==> src/osa_defs.svh <==
`ifndef OSA_DEFS_SVH
`define OSA_DEFS_SVH
// ==========================================================
// Specifier byte fields
`define OSA_MODE_MSB 7
`define OSA_MODE_LSB 4
`define OSA_REG_MSB 3
`define OSA_REG_LSB 0
// ==========================================================
// Mode field codes
`define OSA_MODE_REG 4'h5
`define OSA_MODE_DEFER 4'h6
`define OSA_MODE_ADEC 4'h7
`define OSA_MODE_AINC 4'h8
`define OSA_MODE_AIDF 4'h9
`define OSA_MODE_DISPB 4'hA
`define OSA_MODE_DISPW 4'hC
`define OSA_MODE_DISPL 4'hE
// ==========================================================
// Special register numbers
`define OSA_PC_SEL 4'hF
`define OSA_SP_SEL 4'hE
`define OSA_R13_SEL 4'hD
`define OSA_R12_SEL 4'hC
// ==========================================================
// Sizes in bytes
`define OSA_SZ_BYTE 5'h01
`define OSA_SZ_WORD 5'h02
`define OSA_SZ_LONG 5'h04
`define OSA_SZ_QUAD 5'h08
`define OSA_SZ_OCTA 5'h10
// ==========================================================
// Register counts for register mode
`define OSA_CNT_ONE 3'h1
`define OSA_CNT_TWO 3'h2
`define OSA_CNT_FOUR 3'h4
// ==========================================================
// Undefined-register masks for bad multi-register writes
`define OSA_CLOB_NONE 16'h0000
`define OSA_CLOB_PC2 16'h0001
`define OSA_CLOB_PC4 16'h0007
`define OSA_CLOB_R13_4 16'h0001
`define OSA_CLOB_SP4 16'h0003
// ==========================================================
// Reset values
`define OSA_WORD_RESET 32'h00000000
`define OSA_BYTE_RESET 8'h00
`endif

==> src/osa_pkg.sv <==
package osa_pkg;
	// ==========================================================
	// Operand access types
	typedef enum logic [2:0] {
		OSA_ACC_READ = 3'b000,
		OSA_ACC_WRITE = 3'b001,
		OSA_ACC_MODIFY = 3'b010,
		OSA_ACC_ADDR = 3'b011,
		OSA_ACC_FIELD = 3'b100
	} osa_access_t;
	// ==========================================================
	// Operand data types
	typedef enum logic [3:0] {
		OSA_DT_BYTE = 4'b0000,
		OSA_DT_WORD = 4'b0001,
		OSA_DT_LONG = 4'b0010,
		OSA_DT_FFLT = 4'b0011,
		OSA_DT_QUAD = 4'b0100,
		OSA_DT_DFLT = 4'b0101,
		OSA_DT_GFLT = 4'b0110,
		OSA_DT_OCTA = 4'b0111,
		OSA_DT_HFLT = 4'b1000
	} osa_dtype_t;
	// ==========================================================
	// Decoder states
	typedef enum logic [2:0] {
		OSA_ST_IDLE = 3'b000,
		OSA_ST_SPEC = 3'b001,
		OSA_ST_EXT = 3'b010,
		OSA_ST_REG = 3'b011,
		OSA_ST_MEM = 3'b100,
		OSA_ST_DONE = 3'b101
	} osa_state_t;
endpackage

==> src/osa_if.sv <==
`timescale 1ns/1ps
interface osa_if
	import osa_pkg::*;
();
	// Operand request
	logic op_valid;
	logic op_ready;
	osa_access_t op_access;
	osa_dtype_t op_dtype;
	// Instruction stream bytes
	logic ib_req;
	logic ib_valid;
	logic [7:0] ib_byte;
	// Register file
	logic rf_rd_req;
	logic [3:0] rf_rd_sel;
	logic rf_rd_valid;
	logic [31:0] rf_rd_data;
	logic rf_wr_en;
	logic [3:0] rf_wr_sel;
	logic [31:0] rf_wr_data;
	// Memory longword read
	logic mem_rd_req;
	logic [31:0] mem_addr;
	logic mem_rd_valid;
	logic [31:0] mem_rd_data;

	modport dev (
		input op_valid, op_access, op_dtype, ib_valid, ib_byte,
		input rf_rd_valid, rf_rd_data, mem_rd_valid, mem_rd_data,
		output op_ready, ib_req, rf_rd_req, rf_rd_sel,
		output rf_wr_en, rf_wr_sel, rf_wr_data, mem_rd_req, mem_addr
	);
	modport host (
		output op_valid, op_access, op_dtype, ib_valid, ib_byte,
		output rf_rd_valid, rf_rd_data, mem_rd_valid, mem_rd_data,
		input op_ready, ib_req, rf_rd_req, rf_rd_sel,
		input rf_wr_en, rf_wr_sel, rf_wr_data, mem_rd_req, mem_addr
	);
endinterface

==> src/osa_size_sign_extend.sv <==
`timescale 1ns/1ps
`include "osa_defs.svh"
module osa_size_sign_extend
	import osa_pkg::*;
(
	input wire osa_dtype_t dtype_in, // Operand data type
	input wire logic [31:0] disp_raw_in, // Bytes, newest in top lane
	input wire logic [4:0] disp_bytes_in, // Displacement length
	output logic [4:0] size_out, // Operand size in bytes
	output logic [31:0] sign_extend_out // Justified displacement
);
	// ==========================================================
	// Size per data type
	always_comb begin
		case (dtype_in)
			OSA_DT_BYTE: size_out = `OSA_SZ_BYTE;
			OSA_DT_WORD: size_out = `OSA_SZ_WORD;
			OSA_DT_LONG, OSA_DT_FFLT: size_out = `OSA_SZ_LONG;
			OSA_DT_QUAD, OSA_DT_DFLT, OSA_DT_GFLT: size_out = `OSA_SZ_QUAD;
			OSA_DT_OCTA, OSA_DT_HFLT: size_out = `OSA_SZ_OCTA;
			default: size_out = `OSA_SZ_LONG;
		endcase
	end

	// ==========================================================
	// Right-justify and sign extend the collected bytes
	always_comb begin
		case (disp_bytes_in)
			`OSA_SZ_BYTE: sign_extend_out =
				{{24{disp_raw_in[31]}}, disp_raw_in[31:24]};
			`OSA_SZ_WORD: sign_extend_out =
				{{16{disp_raw_in[31]}}, disp_raw_in[31:16]};
			default: sign_extend_out = disp_raw_in;
		endcase
	end
endmodule

==> src/osa_decoder.sv <==
`timescale 1ns/1ps
`include "osa_defs.svh"
module osa_decoder
	import osa_pkg::*;
(
	input wire logic clk_in, // Processor clock
	input wire logic rst_n_in, // Async reset, active low
	osa_if.dev bus, // Stream, register file and memory
	output logic res_valid_out, // Result strobe
	output logic res_is_reg_out, // Operand lives in registers
	output logic [3:0] res_reg_sel_out, // Base register of operand
	output logic [2:0] res_reg_cnt_out, // Registers joined
	output logic [31:0] operand_address_out, // Operand address
	output logic res_imm_out, // Operand is immediate data
	output logic res_fault_out, // Illegal addressing mode
	output logic res_unpred_out, // Result undefined
	output logic [15:0] res_clobber_out // Registers left undefined
);
	osa_state_t state;
	osa_access_t access_q;
	osa_dtype_t dtype_q;
	logic [3:0] mode_q;
	logic [3:0] base_register_sel;
	logic [4:0] ext_left;
	logic [4:0] ext_len;
	logic after_ext_reg;
	logic [31:0] ext_data;
	logic [31:0] addr_q;
	logic [4:0] size;
	logic [31:0] sign_extend;
	logic [3:0] spec_mode;
	logic [3:0] spec_reg;
	logic is_pc;
	logic wr_access;
	logic [2:0] reg_cnt;

	// ==========================================================
	// Field split and size lookup
	assign spec_mode = bus.ib_byte[`OSA_MODE_MSB:`OSA_MODE_LSB];
	assign spec_reg = bus.ib_byte[`OSA_REG_MSB:`OSA_REG_LSB];
	assign is_pc = (base_register_sel == `OSA_PC_SEL);
	assign wr_access = (access_q == OSA_ACC_WRITE) ||
		(access_q == OSA_ACC_MODIFY);

	osa_size_sign_extend u_size (
		.dtype_in(dtype_q),
		.disp_raw_in(ext_data),
		.disp_bytes_in(ext_len),
		.size_out(size),
		.sign_extend_out(sign_extend)
	);

	// Registers joined in register mode
	always_comb begin
		case (dtype_q)
			OSA_DT_OCTA, OSA_DT_HFLT: reg_cnt = `OSA_CNT_FOUR;
			OSA_DT_QUAD, OSA_DT_DFLT, OSA_DT_GFLT: reg_cnt = `OSA_CNT_TWO;
			default: reg_cnt = (access_q == OSA_ACC_FIELD) ?
				`OSA_CNT_TWO : `OSA_CNT_ONE;
		endcase
	end

	// ==========================================================
	// Sequencer: specifier, extensions, register, memory
	always_ff @(posedge clk_in or negedge rst_n_in) begin
		if (!rst_n_in) begin
			state <= OSA_ST_IDLE;
			bus.op_ready <= 1'b0;
			bus.ib_req <= 1'b0;
			bus.rf_rd_req <= 1'b0;
			bus.rf_rd_sel <= 4'h0;
			access_q <= OSA_ACC_READ;
			dtype_q <= OSA_DT_BYTE;
			mode_q <= 4'h0;
			base_register_sel <= 4'h0;
			ext_left <= 5'h00;
			ext_len <= 5'h00;
			after_ext_reg <= 1'b0;
		end else begin
			bus.ib_req <= 1'b0;
			bus.rf_rd_req <= 1'b0;
			case (state)
				OSA_ST_IDLE: begin
					bus.op_ready <= 1'b1;
					if (bus.op_valid && bus.op_ready) begin
						bus.op_ready <= 1'b0;
						access_q <= bus.op_access;
						dtype_q <= bus.op_dtype;
						bus.ib_req <= 1'b1;
						state <= OSA_ST_SPEC;
					end
				end
				OSA_ST_SPEC: if (bus.ib_valid) begin
					mode_q <= spec_mode;
					base_register_sel <= spec_reg;
					bus.rf_rd_sel <= spec_reg;
					after_ext_reg <= 1'b1;
					case (spec_mode)
						`OSA_MODE_REG: state <= OSA_ST_DONE;
						`OSA_MODE_DEFER, `OSA_MODE_ADEC, `OSA_MODE_AINC: begin
							bus.rf_rd_req <= 1'b1;
							state <= OSA_ST_REG;
						end
						`OSA_MODE_AIDF: begin
							if (spec_reg == `OSA_PC_SEL) begin
								ext_left <= `OSA_SZ_LONG;
								ext_len <= `OSA_SZ_LONG;
								after_ext_reg <= 1'b0;
								bus.ib_req <= 1'b1;
								state <= OSA_ST_EXT;
							end else begin
								bus.rf_rd_req <= 1'b1;
								state <= OSA_ST_REG;
							end
						end
						`OSA_MODE_DISPB, `OSA_MODE_DISPW, `OSA_MODE_DISPL: begin
							ext_left <= (spec_mode == `OSA_MODE_DISPB) ?
								`OSA_SZ_BYTE : (spec_mode == `OSA_MODE_DISPW) ?
								`OSA_SZ_WORD : `OSA_SZ_LONG;
							ext_len <= (spec_mode == `OSA_MODE_DISPB) ?
								`OSA_SZ_BYTE : (spec_mode == `OSA_MODE_DISPW) ?
								`OSA_SZ_WORD : `OSA_SZ_LONG;
							bus.ib_req <= 1'b1;
							state <= OSA_ST_EXT;
						end
						default: state <= OSA_ST_DONE;
					endcase
				end
				OSA_ST_EXT: if (bus.ib_valid) begin
					if (ext_left == 5'h01) begin
						// Base read only after the last byte
						bus.rf_rd_req <= after_ext_reg;
						state <= after_ext_reg ? OSA_ST_REG : OSA_ST_DONE;
					end else begin
						ext_left <= ext_left - 5'h01;
						bus.ib_req <= 1'b1;
					end
				end
				OSA_ST_REG: if (bus.rf_rd_valid) begin
					if (mode_q == `OSA_MODE_AIDF) begin
						state <= OSA_ST_MEM;
					end else if (mode_q == `OSA_MODE_AINC && is_pc) begin
						// Skip over immediate data in the stream
						ext_left <= size;
						ext_len <= `OSA_SZ_LONG;
						after_ext_reg <= 1'b0;
						bus.ib_req <= 1'b1;
						state <= OSA_ST_EXT;
					end else begin
						state <= OSA_ST_DONE;
					end
				end
				OSA_ST_MEM: if (bus.mem_rd_valid) state <= OSA_ST_DONE;
				OSA_ST_DONE: state <= OSA_ST_IDLE;
				default: state <= OSA_ST_IDLE;
			endcase
		end
	end

	// ==========================================================
	// Extension byte collection, newest byte in top lane
	always_ff @(posedge clk_in or negedge rst_n_in) begin
		if (!rst_n_in) begin
			ext_data <= `OSA_WORD_RESET;
		end else if (state == OSA_ST_SPEC) begin
			ext_data <= `OSA_WORD_RESET;
		end else if (state == OSA_ST_EXT && bus.ib_valid) begin
			ext_data <= {bus.ib_byte, ext_data[31:8]};
		end
	end

	// ==========================================================
	// Address forming and base register update
	always_ff @(posedge clk_in or negedge rst_n_in) begin
		if (!rst_n_in) begin
			addr_q <= `OSA_WORD_RESET;
			bus.rf_wr_en <= 1'b0;
			bus.rf_wr_sel <= 4'h0;
			bus.rf_wr_data <= `OSA_WORD_RESET;
			bus.mem_rd_req <= 1'b0;
			bus.mem_addr <= `OSA_WORD_RESET;
		end else begin
			bus.rf_wr_en <= 1'b0;
			bus.mem_rd_req <= 1'b0;
			bus.rf_wr_sel <= base_register_sel;
			if (state == OSA_ST_REG && bus.rf_rd_valid) begin
				case (mode_q)
					`OSA_MODE_DEFER: addr_q <= bus.rf_rd_data;
					`OSA_MODE_ADEC: begin
						addr_q <= bus.rf_rd_data - {27'h0, size};
						bus.rf_wr_en <= !is_pc;
						bus.rf_wr_data <= bus.rf_rd_data - {27'h0, size};
					end
					`OSA_MODE_AINC: begin
						addr_q <= bus.rf_rd_data;
						bus.rf_wr_en <= !is_pc;
						bus.rf_wr_data <= bus.rf_rd_data + {27'h0, size};
					end
					`OSA_MODE_AIDF: begin
						bus.mem_rd_req <= 1'b1;
						bus.mem_addr <= bus.rf_rd_data;
						bus.rf_wr_en <= 1'b1;
						bus.rf_wr_data <= bus.rf_rd_data +
							{27'h0, `OSA_SZ_LONG};
					end
					default: addr_q <= bus.rf_rd_data + sign_extend;
				endcase
			end else if (state == OSA_ST_MEM && bus.mem_rd_valid) begin
				addr_q <= bus.mem_rd_data;
			end else if (state == OSA_ST_EXT && bus.ib_valid &&
				ext_left == 5'h01 && mode_q == `OSA_MODE_AIDF) begin
				addr_q <= {bus.ib_byte, ext_data[31:8]};
			end
		end
	end

	// ==========================================================
	// Result, fault and undefined-case reporting
	always_ff @(posedge clk_in or negedge rst_n_in) begin
		if (!rst_n_in) begin
			res_valid_out <= 1'b0;
			res_is_reg_out <= 1'b0;
			res_reg_sel_out <= 4'h0;
			res_reg_cnt_out <= 3'h0;
			operand_address_out <= `OSA_WORD_RESET;
			res_imm_out <= 1'b0;
			res_fault_out <= 1'b0;
			res_unpred_out <= 1'b0;
			res_clobber_out <= `OSA_CLOB_NONE;
		end else begin
			res_valid_out <= (state == OSA_ST_DONE);
			if (state == OSA_ST_DONE) begin
				res_is_reg_out <= (mode_q == `OSA_MODE_REG);
				res_reg_sel_out <= base_register_sel;
				res_reg_cnt_out <= (mode_q == `OSA_MODE_REG) ?
					reg_cnt : 3'h0;
				operand_address_out <= addr_q;
				res_imm_out <= (mode_q == `OSA_MODE_AINC) && is_pc;
				res_fault_out <= ((mode_q == `OSA_MODE_REG) &&
					(access_q == OSA_ACC_ADDR)) ||
					!((mode_q >= `OSA_MODE_REG && mode_q <= `OSA_MODE_DISPB)
					|| mode_q == `OSA_MODE_DISPW ||
					mode_q == `OSA_MODE_DISPL);
				res_unpred_out <= ((mode_q == `OSA_MODE_REG) && (is_pc ||
					(reg_cnt != `OSA_CNT_ONE &&
					base_register_sel == `OSA_SP_SEL) ||
					(reg_cnt == `OSA_CNT_FOUR &&
					base_register_sel >= `OSA_R12_SEL))) ||
					(mode_q == `OSA_MODE_DEFER && is_pc) ||
					(mode_q == `OSA_MODE_ADEC && is_pc) ||
					(mode_q == `OSA_MODE_AINC && is_pc && wr_access);
				res_clobber_out <= `OSA_CLOB_NONE;
				if (mode_q == `OSA_MODE_REG && wr_access) begin
					if (reg_cnt == `OSA_CNT_TWO && is_pc)
						res_clobber_out <= `OSA_CLOB_PC2;
					else if (reg_cnt == `OSA_CNT_FOUR && is_pc)
						res_clobber_out <= `OSA_CLOB_PC4;
					else if (reg_cnt == `OSA_CNT_FOUR &&
						base_register_sel == `OSA_R13_SEL)
						res_clobber_out <= `OSA_CLOB_R13_4;
					else if (reg_cnt == `OSA_CNT_FOUR &&
						base_register_sel == `OSA_SP_SEL)
						res_clobber_out <= `OSA_CLOB_SP4;
				end
			end
		end
	end
endmodule

==> src/flat_wrapper.sv <==
// flat-port wrapper written by rule: the top's interface ports become plain ports
module osa_decoder_flat import osa_pkg::*;
  (clk_in, rst_n_in, res_valid_out, res_is_reg_out, res_reg_sel_out, res_reg_cnt_out, operand_address_out, res_imm_out, res_fault_out, res_unpred_out, res_clobber_out, bus_op_valid, bus_op_access, bus_op_dtype, bus_ib_valid, bus_ib_byte, bus_rf_rd_valid, bus_rf_rd_data, bus_mem_rd_valid, bus_mem_rd_data, bus_op_ready, bus_ib_req, bus_rf_rd_req, bus_rf_rd_sel, bus_rf_wr_en, bus_rf_wr_sel, bus_rf_wr_data, bus_mem_rd_req, bus_mem_addr);
  osa_if bus_i ();
  input wire logic clk_in;
  input wire logic rst_n_in;
  output logic res_valid_out;
  output logic res_is_reg_out;
  output logic [3:0] res_reg_sel_out;
  output logic [2:0] res_reg_cnt_out;
  output logic [31:0] operand_address_out;
  output logic res_imm_out;
  output logic res_fault_out;
  output logic res_unpred_out;
  output logic [15:0] res_clobber_out;
  input wire logic [$bits(bus_i.op_valid)-1:0] bus_op_valid;
  input wire logic [$bits(bus_i.op_access)-1:0] bus_op_access;
  input wire logic [$bits(bus_i.op_dtype)-1:0] bus_op_dtype;
  input wire logic [$bits(bus_i.ib_valid)-1:0] bus_ib_valid;
  input wire logic [$bits(bus_i.ib_byte)-1:0] bus_ib_byte;
  input wire logic [$bits(bus_i.rf_rd_valid)-1:0] bus_rf_rd_valid;
  input wire logic [$bits(bus_i.rf_rd_data)-1:0] bus_rf_rd_data;
  input wire logic [$bits(bus_i.mem_rd_valid)-1:0] bus_mem_rd_valid;
  input wire logic [$bits(bus_i.mem_rd_data)-1:0] bus_mem_rd_data;
  output wire logic [$bits(bus_i.op_ready)-1:0] bus_op_ready;
  output wire logic [$bits(bus_i.ib_req)-1:0] bus_ib_req;
  output wire logic [$bits(bus_i.rf_rd_req)-1:0] bus_rf_rd_req;
  output wire logic [$bits(bus_i.rf_rd_sel)-1:0] bus_rf_rd_sel;
  output wire logic [$bits(bus_i.rf_wr_en)-1:0] bus_rf_wr_en;
  output wire logic [$bits(bus_i.rf_wr_sel)-1:0] bus_rf_wr_sel;
  output wire logic [$bits(bus_i.rf_wr_data)-1:0] bus_rf_wr_data;
  output wire logic [$bits(bus_i.mem_rd_req)-1:0] bus_mem_rd_req;
  output wire logic [$bits(bus_i.mem_addr)-1:0] bus_mem_addr;
  assign bus_i.op_valid = bus_op_valid;
  assign bus_i.op_access = bus_op_access;
  assign bus_i.op_dtype = bus_op_dtype;
  assign bus_i.ib_valid = bus_ib_valid;
  assign bus_i.ib_byte = bus_ib_byte;
  assign bus_i.rf_rd_valid = bus_rf_rd_valid;
  assign bus_i.rf_rd_data = bus_rf_rd_data;
  assign bus_i.mem_rd_valid = bus_mem_rd_valid;
  assign bus_i.mem_rd_data = bus_mem_rd_data;
  assign bus_op_ready = bus_i.op_ready;
  assign bus_ib_req = bus_i.ib_req;
  assign bus_rf_rd_req = bus_i.rf_rd_req;
  assign bus_rf_rd_sel = bus_i.rf_rd_sel;
  assign bus_rf_wr_en = bus_i.rf_wr_en;
  assign bus_rf_wr_sel = bus_i.rf_wr_sel;
  assign bus_rf_wr_data = bus_i.rf_wr_data;
  assign bus_mem_rd_req = bus_i.mem_rd_req;
  assign bus_mem_addr = bus_i.mem_addr;
  osa_decoder u_core (.clk_in(clk_in), .rst_n_in(rst_n_in), .bus(bus_i), .res_valid_out(res_valid_out), .res_is_reg_out(res_is_reg_out), .res_reg_sel_out(res_reg_sel_out), .res_reg_cnt_out(res_reg_cnt_out), .operand_address_out(operand_address_out), .res_imm_out(res_imm_out), .res_fault_out(res_fault_out), .res_unpred_out(res_unpred_out), .res_clobber_out(res_clobber_out));
endmodule
==> config.mk <==
export PLATFORM = sky130hd
export DESIGN_NAME = osa_decoder_flat
export DESIGN_NICKNAME = d
export VERILOG_FILES = /design/src/osa_pkg.sv /design/src/osa_if.sv /design/src/osa_size_sign_extend.sv /design/src/osa_decoder.sv /design/src/flat_wrapper.sv
export VERILOG_INCLUDE_DIRS = /design/src
export SDC_FILE = /design/constraint.sdc
export NUM_CORES = 1
export LEC_CHECK = 0
export BUFFER_PORTS_ARGS = -buffer_cell sky130_fd_sc_hd__buf_2
export CORE_MARGIN = 8
export CORE_UTILIZATION = 54
export CTS_BUF_LIST = sky130_fd_sc_hd__clkbuf_8
export DETAILED_ROUTE_END_ITERATION = 8
export GPL_TIMING_DRIVEN = 1
export PLACE_DENSITY_LB_ADDON = 0.12
export SYNTH_ARGS = -nofsm -noshare
export SYNTH_HDL_FRONTEND = slang
export SYNTH_SLANG_ARGS = --single-unit
==> constraint.sdc <==
create_clock -name clk_in -period 3.3 [get_ports clk_in]
set_input_delay 0.165 -clock clk_in [delete_from_list [all_inputs] [get_ports clk_in]]
set_output_delay 0.165 -clock clk_in [all_outputs]
set_load 0.02 [all_outputs]
==> results.ini <==
[cells_and_area]
finalNonFillerCells = 2532
drive_above_1_share = 0.310
areaGrowthSynthToFinish_pct = 31.6
finalNetCount = 2313
antennaDiodeCount = 0

[route]
num_vias = 15600
ant_nets = 0
post_drt_wl_per_cell_um = 22.4
drc = 0
drtIter0Drc = 1720
wirelength_um = 56700
dr.pass1.iters = 6
vias_per_cell = 6.16

[timing]
post-route-period-util = 1.02
slew_headroom = 0.145
hold_viol_final = 0
fin_crit_ps = 3370
rsz0062_at_grt = yes
max_clock_freq_ghz = 0.296
worstMarginPinSlew_ps = 1280
setup_viol = 6
final.setup.tns_ps = -233
fin_skew_ps = 37.0
maxSlewViolCount = 0
fin_ws_ps = -74.6

[global_route]
antenna_found_initial = 2
grt_start_max_net_pins = 93
grt_pass1_vias = 15200
grt_overflow = 0
track_usage = 0.349
grt_pass1_wl_um = 86300

[logic_synthesis]
async_flop_share = 1.00
yosys_warnings = 0
synthSimpleGateAreaFrac = 0.221
synthAdderAreaFrac = 0.0457
ys_seq_area_frac = 0.372
syn-mean-instance-area_um2 = 7.86
synthXorXnorAreaFrac = 0.0364
synth_top_family_by_area = compound AO/OA/AOI/OAI gates
synth_compound_area_frac = 0.230
synth-main-ff-cell = dfrtp_1
synth_edf_count = 0
synth_seq_cells = 211
synthMuxAreaShare = 0.0431
syn_inst = 1805
synth_area_um2 = 14200
synth_cell_type_count = 69

[clock_tree]
numCtsBuffers = 36
cts.sinks = 211
cts_tree = done
clk_pin_slew_ps = 60
clock_latency_ps = 570
htreeDepth = 2
clock_path_buffers = 3
cts_root_buf = clkbuf_8

[run]
max-cap-violations = 0

[place]
gp_congestion = 0.982
portBuffers = 208
dp.cells = 2435
place_hpwl_um = 43000
preCtsSetupSlack_ps = -375

[critical_path]
worstPathArrival_ps = 3850
critPathKind = register to register
cp-start-kind = register
worstPathRequired_ps = 3780
crit_path_max_fanout = 6
crit_path_end_kind = register

[pwr]
internal_power_mw = 7.69
power_frac_clock = 0.169
p_seq_frac = 0.293
p_sw_frac = 0.458
switchingPower_mw = 6.49
power_frac_comb = 0.538
p_leak_nw = 9.04
power.density_nw_per_um2 = 760
ir_worst_vdd_v = 0.000652

[floorplanning]
start_util = 0.548
ios = 222
dieHeight_um = 178
core-area_um2 = 25900
die_w_um = 178
die_area_um2 = 31700
rows = 59

[outcome]
status = complete, but fails checks
violations = negative setup slack

[hold_path]
hold_class = input pin to register

-- metrics by stage --
step	area [um2]	power [mW]	hold WS, ps	util
2_1_floorplan	14300	8.27	-131	-
3_3_place_gp	16900	10.9	282	0.651
3_5_place_dp	16900	11.1	295	0.651
4_1_cts	18000	13.6	11.1	0.694
5_1_grt	18700	15.0	49.5	0.721
6_report	18700	14.2	49.0	0.721
-- timing repair --
item,CTS,global route
resized for setup,38,139
pin swaps,18,61
hold endpoints to repair,112,0
cloned,0,3
hold buffers,18,0
setup buffers,11,10
setup endpoints to repair,20,33
-- worst max-delay path, cell delays in order (launching register included) --
cell and delay (ps):
dfrtp_2 460, buf_6 140, clkbuf_16 150, a21oi_2 140, o22ai_2 110, a21oi_4 200
ha_4 250, o21a_1 180, o211ai_1 320, a211oi_2 80, buf_4 160, a2bb2oi_4 170
a41oi_2 280, o21ai_2 90, or4b_1 460, nand3_1 100
-- per-layer routing --
layer  track usage  routed length [um]
met1         0.445               22200
met2         0.561               25800
met4         0.154                3030
met5             0                  10
met3        0.0766                5700
-- path summary, 6_finish.rpt --
path,startpoint,endpoint,slack (ps),cells past startpoint
max in group asynchronous,rst_n_in,u_core.ext_len[0],2200,3
hold / removal,bus_rf_rd_data[29],u_core.bus.mem_addr[29],50,2
min in group asynchronous,rst_n_in,u_core.bus.mem_rd_req,240,2
setup / recovery,u_core.ext_len[1],u_core.addr_q[30],-70,15
setup reg to reg,u_core.ext_len[1],u_core.addr_q[30],-70,15
hold reg to reg,u_core.operand_address_out[22],u_core.operand_address_out[22],460,2
-- layout make-up --
cell class,count,area (um2)
Timing Repair Buffer,468,3180
Clock inverter,14,104
Multi-Input combinational cell,1430,8970
Fill cell,2100,7240
Tap cell,335,419
Clock buffer,43,592
Sequential cell,211,5290
Inverter,31,119
-- power groups by stage --
stage	clock network (mW)	logic [mW]	registers, mW
global route	2.52	8.24	4.26
global placement	0	6.78	4.12
CTS	2.40	7.09	4.11
floorplan	0	3.58	4.69
detailed placement	0	6.89	4.16
finish	2.39	7.63	4.15
-- cells by family (layout without fill, tap and decap cells) --
logic type,count (synthesis),count (layout)
AO/OA/AOI/OAI,539,539
XOR/XNOR,59,59
adder cells (fa/ha/maj),50,50
buffers and inverters,176,556
flip-flops,211,211
multiplexers,55,55
other,1,13
AND/OR/NAND/NOR,714,714
-- synthesized netlist by cell type, types with 10 or more instances --
cell        n  share of area
a211oi_1   14         0.0074
a21o_1     25          0.013
a21oi_1   177          0.062
a31oi_1    46          0.020
and3_1     15         0.0066
buf_4      17         0.0090
clkbuf_1  122          0.032
dfrtp_1   211           0.37
ha_1       47          0.041
inv_1      31         0.0082
mux2_2     49          0.039
nand2_1   407           0.11
nand2b_1   18         0.0079
nand3_1    36          0.013
nand4_1    15         0.0066
nor2_1    113          0.030
nor2b_1    10         0.0044
nor3_1     40          0.014
o211ai_1   14         0.0074
o21ai_0   138          0.049
o22ai_1    29          0.013
or2_2      10         0.0044
or3_1      13         0.0057
xnor2_1    38          0.023
xor2_1     21          0.013
-- cells in the final DEF, fill, tap and decap left out, types with 9 or more instances in the layout --
cell and count:
a21o_1 24, or3_1 9, nor2_1 99, conb_1 13, buf_2 209, nand3_1 35
nand4_1 15, a31oi_1 45, nor2b_1 9, and3_1 13, clkbuf_8 44, o21ai_1 20
xnor2_1 36, ha_1 38, o22ai_1 25, mux2_2 49, dfrtp_1 207, a211oi_1 12
inv_1 34, nand2_1 405, o21ai_0 109, o211ai_1 14, nor2_2 10, nand2b_1 17
nor3_1 33, buf_4 220, buf_6 13, a21oi_2 22, a21oi_1 152, xor2_1 21
dlygate4sd3_1 18
(Power assumes the default switching activity.)
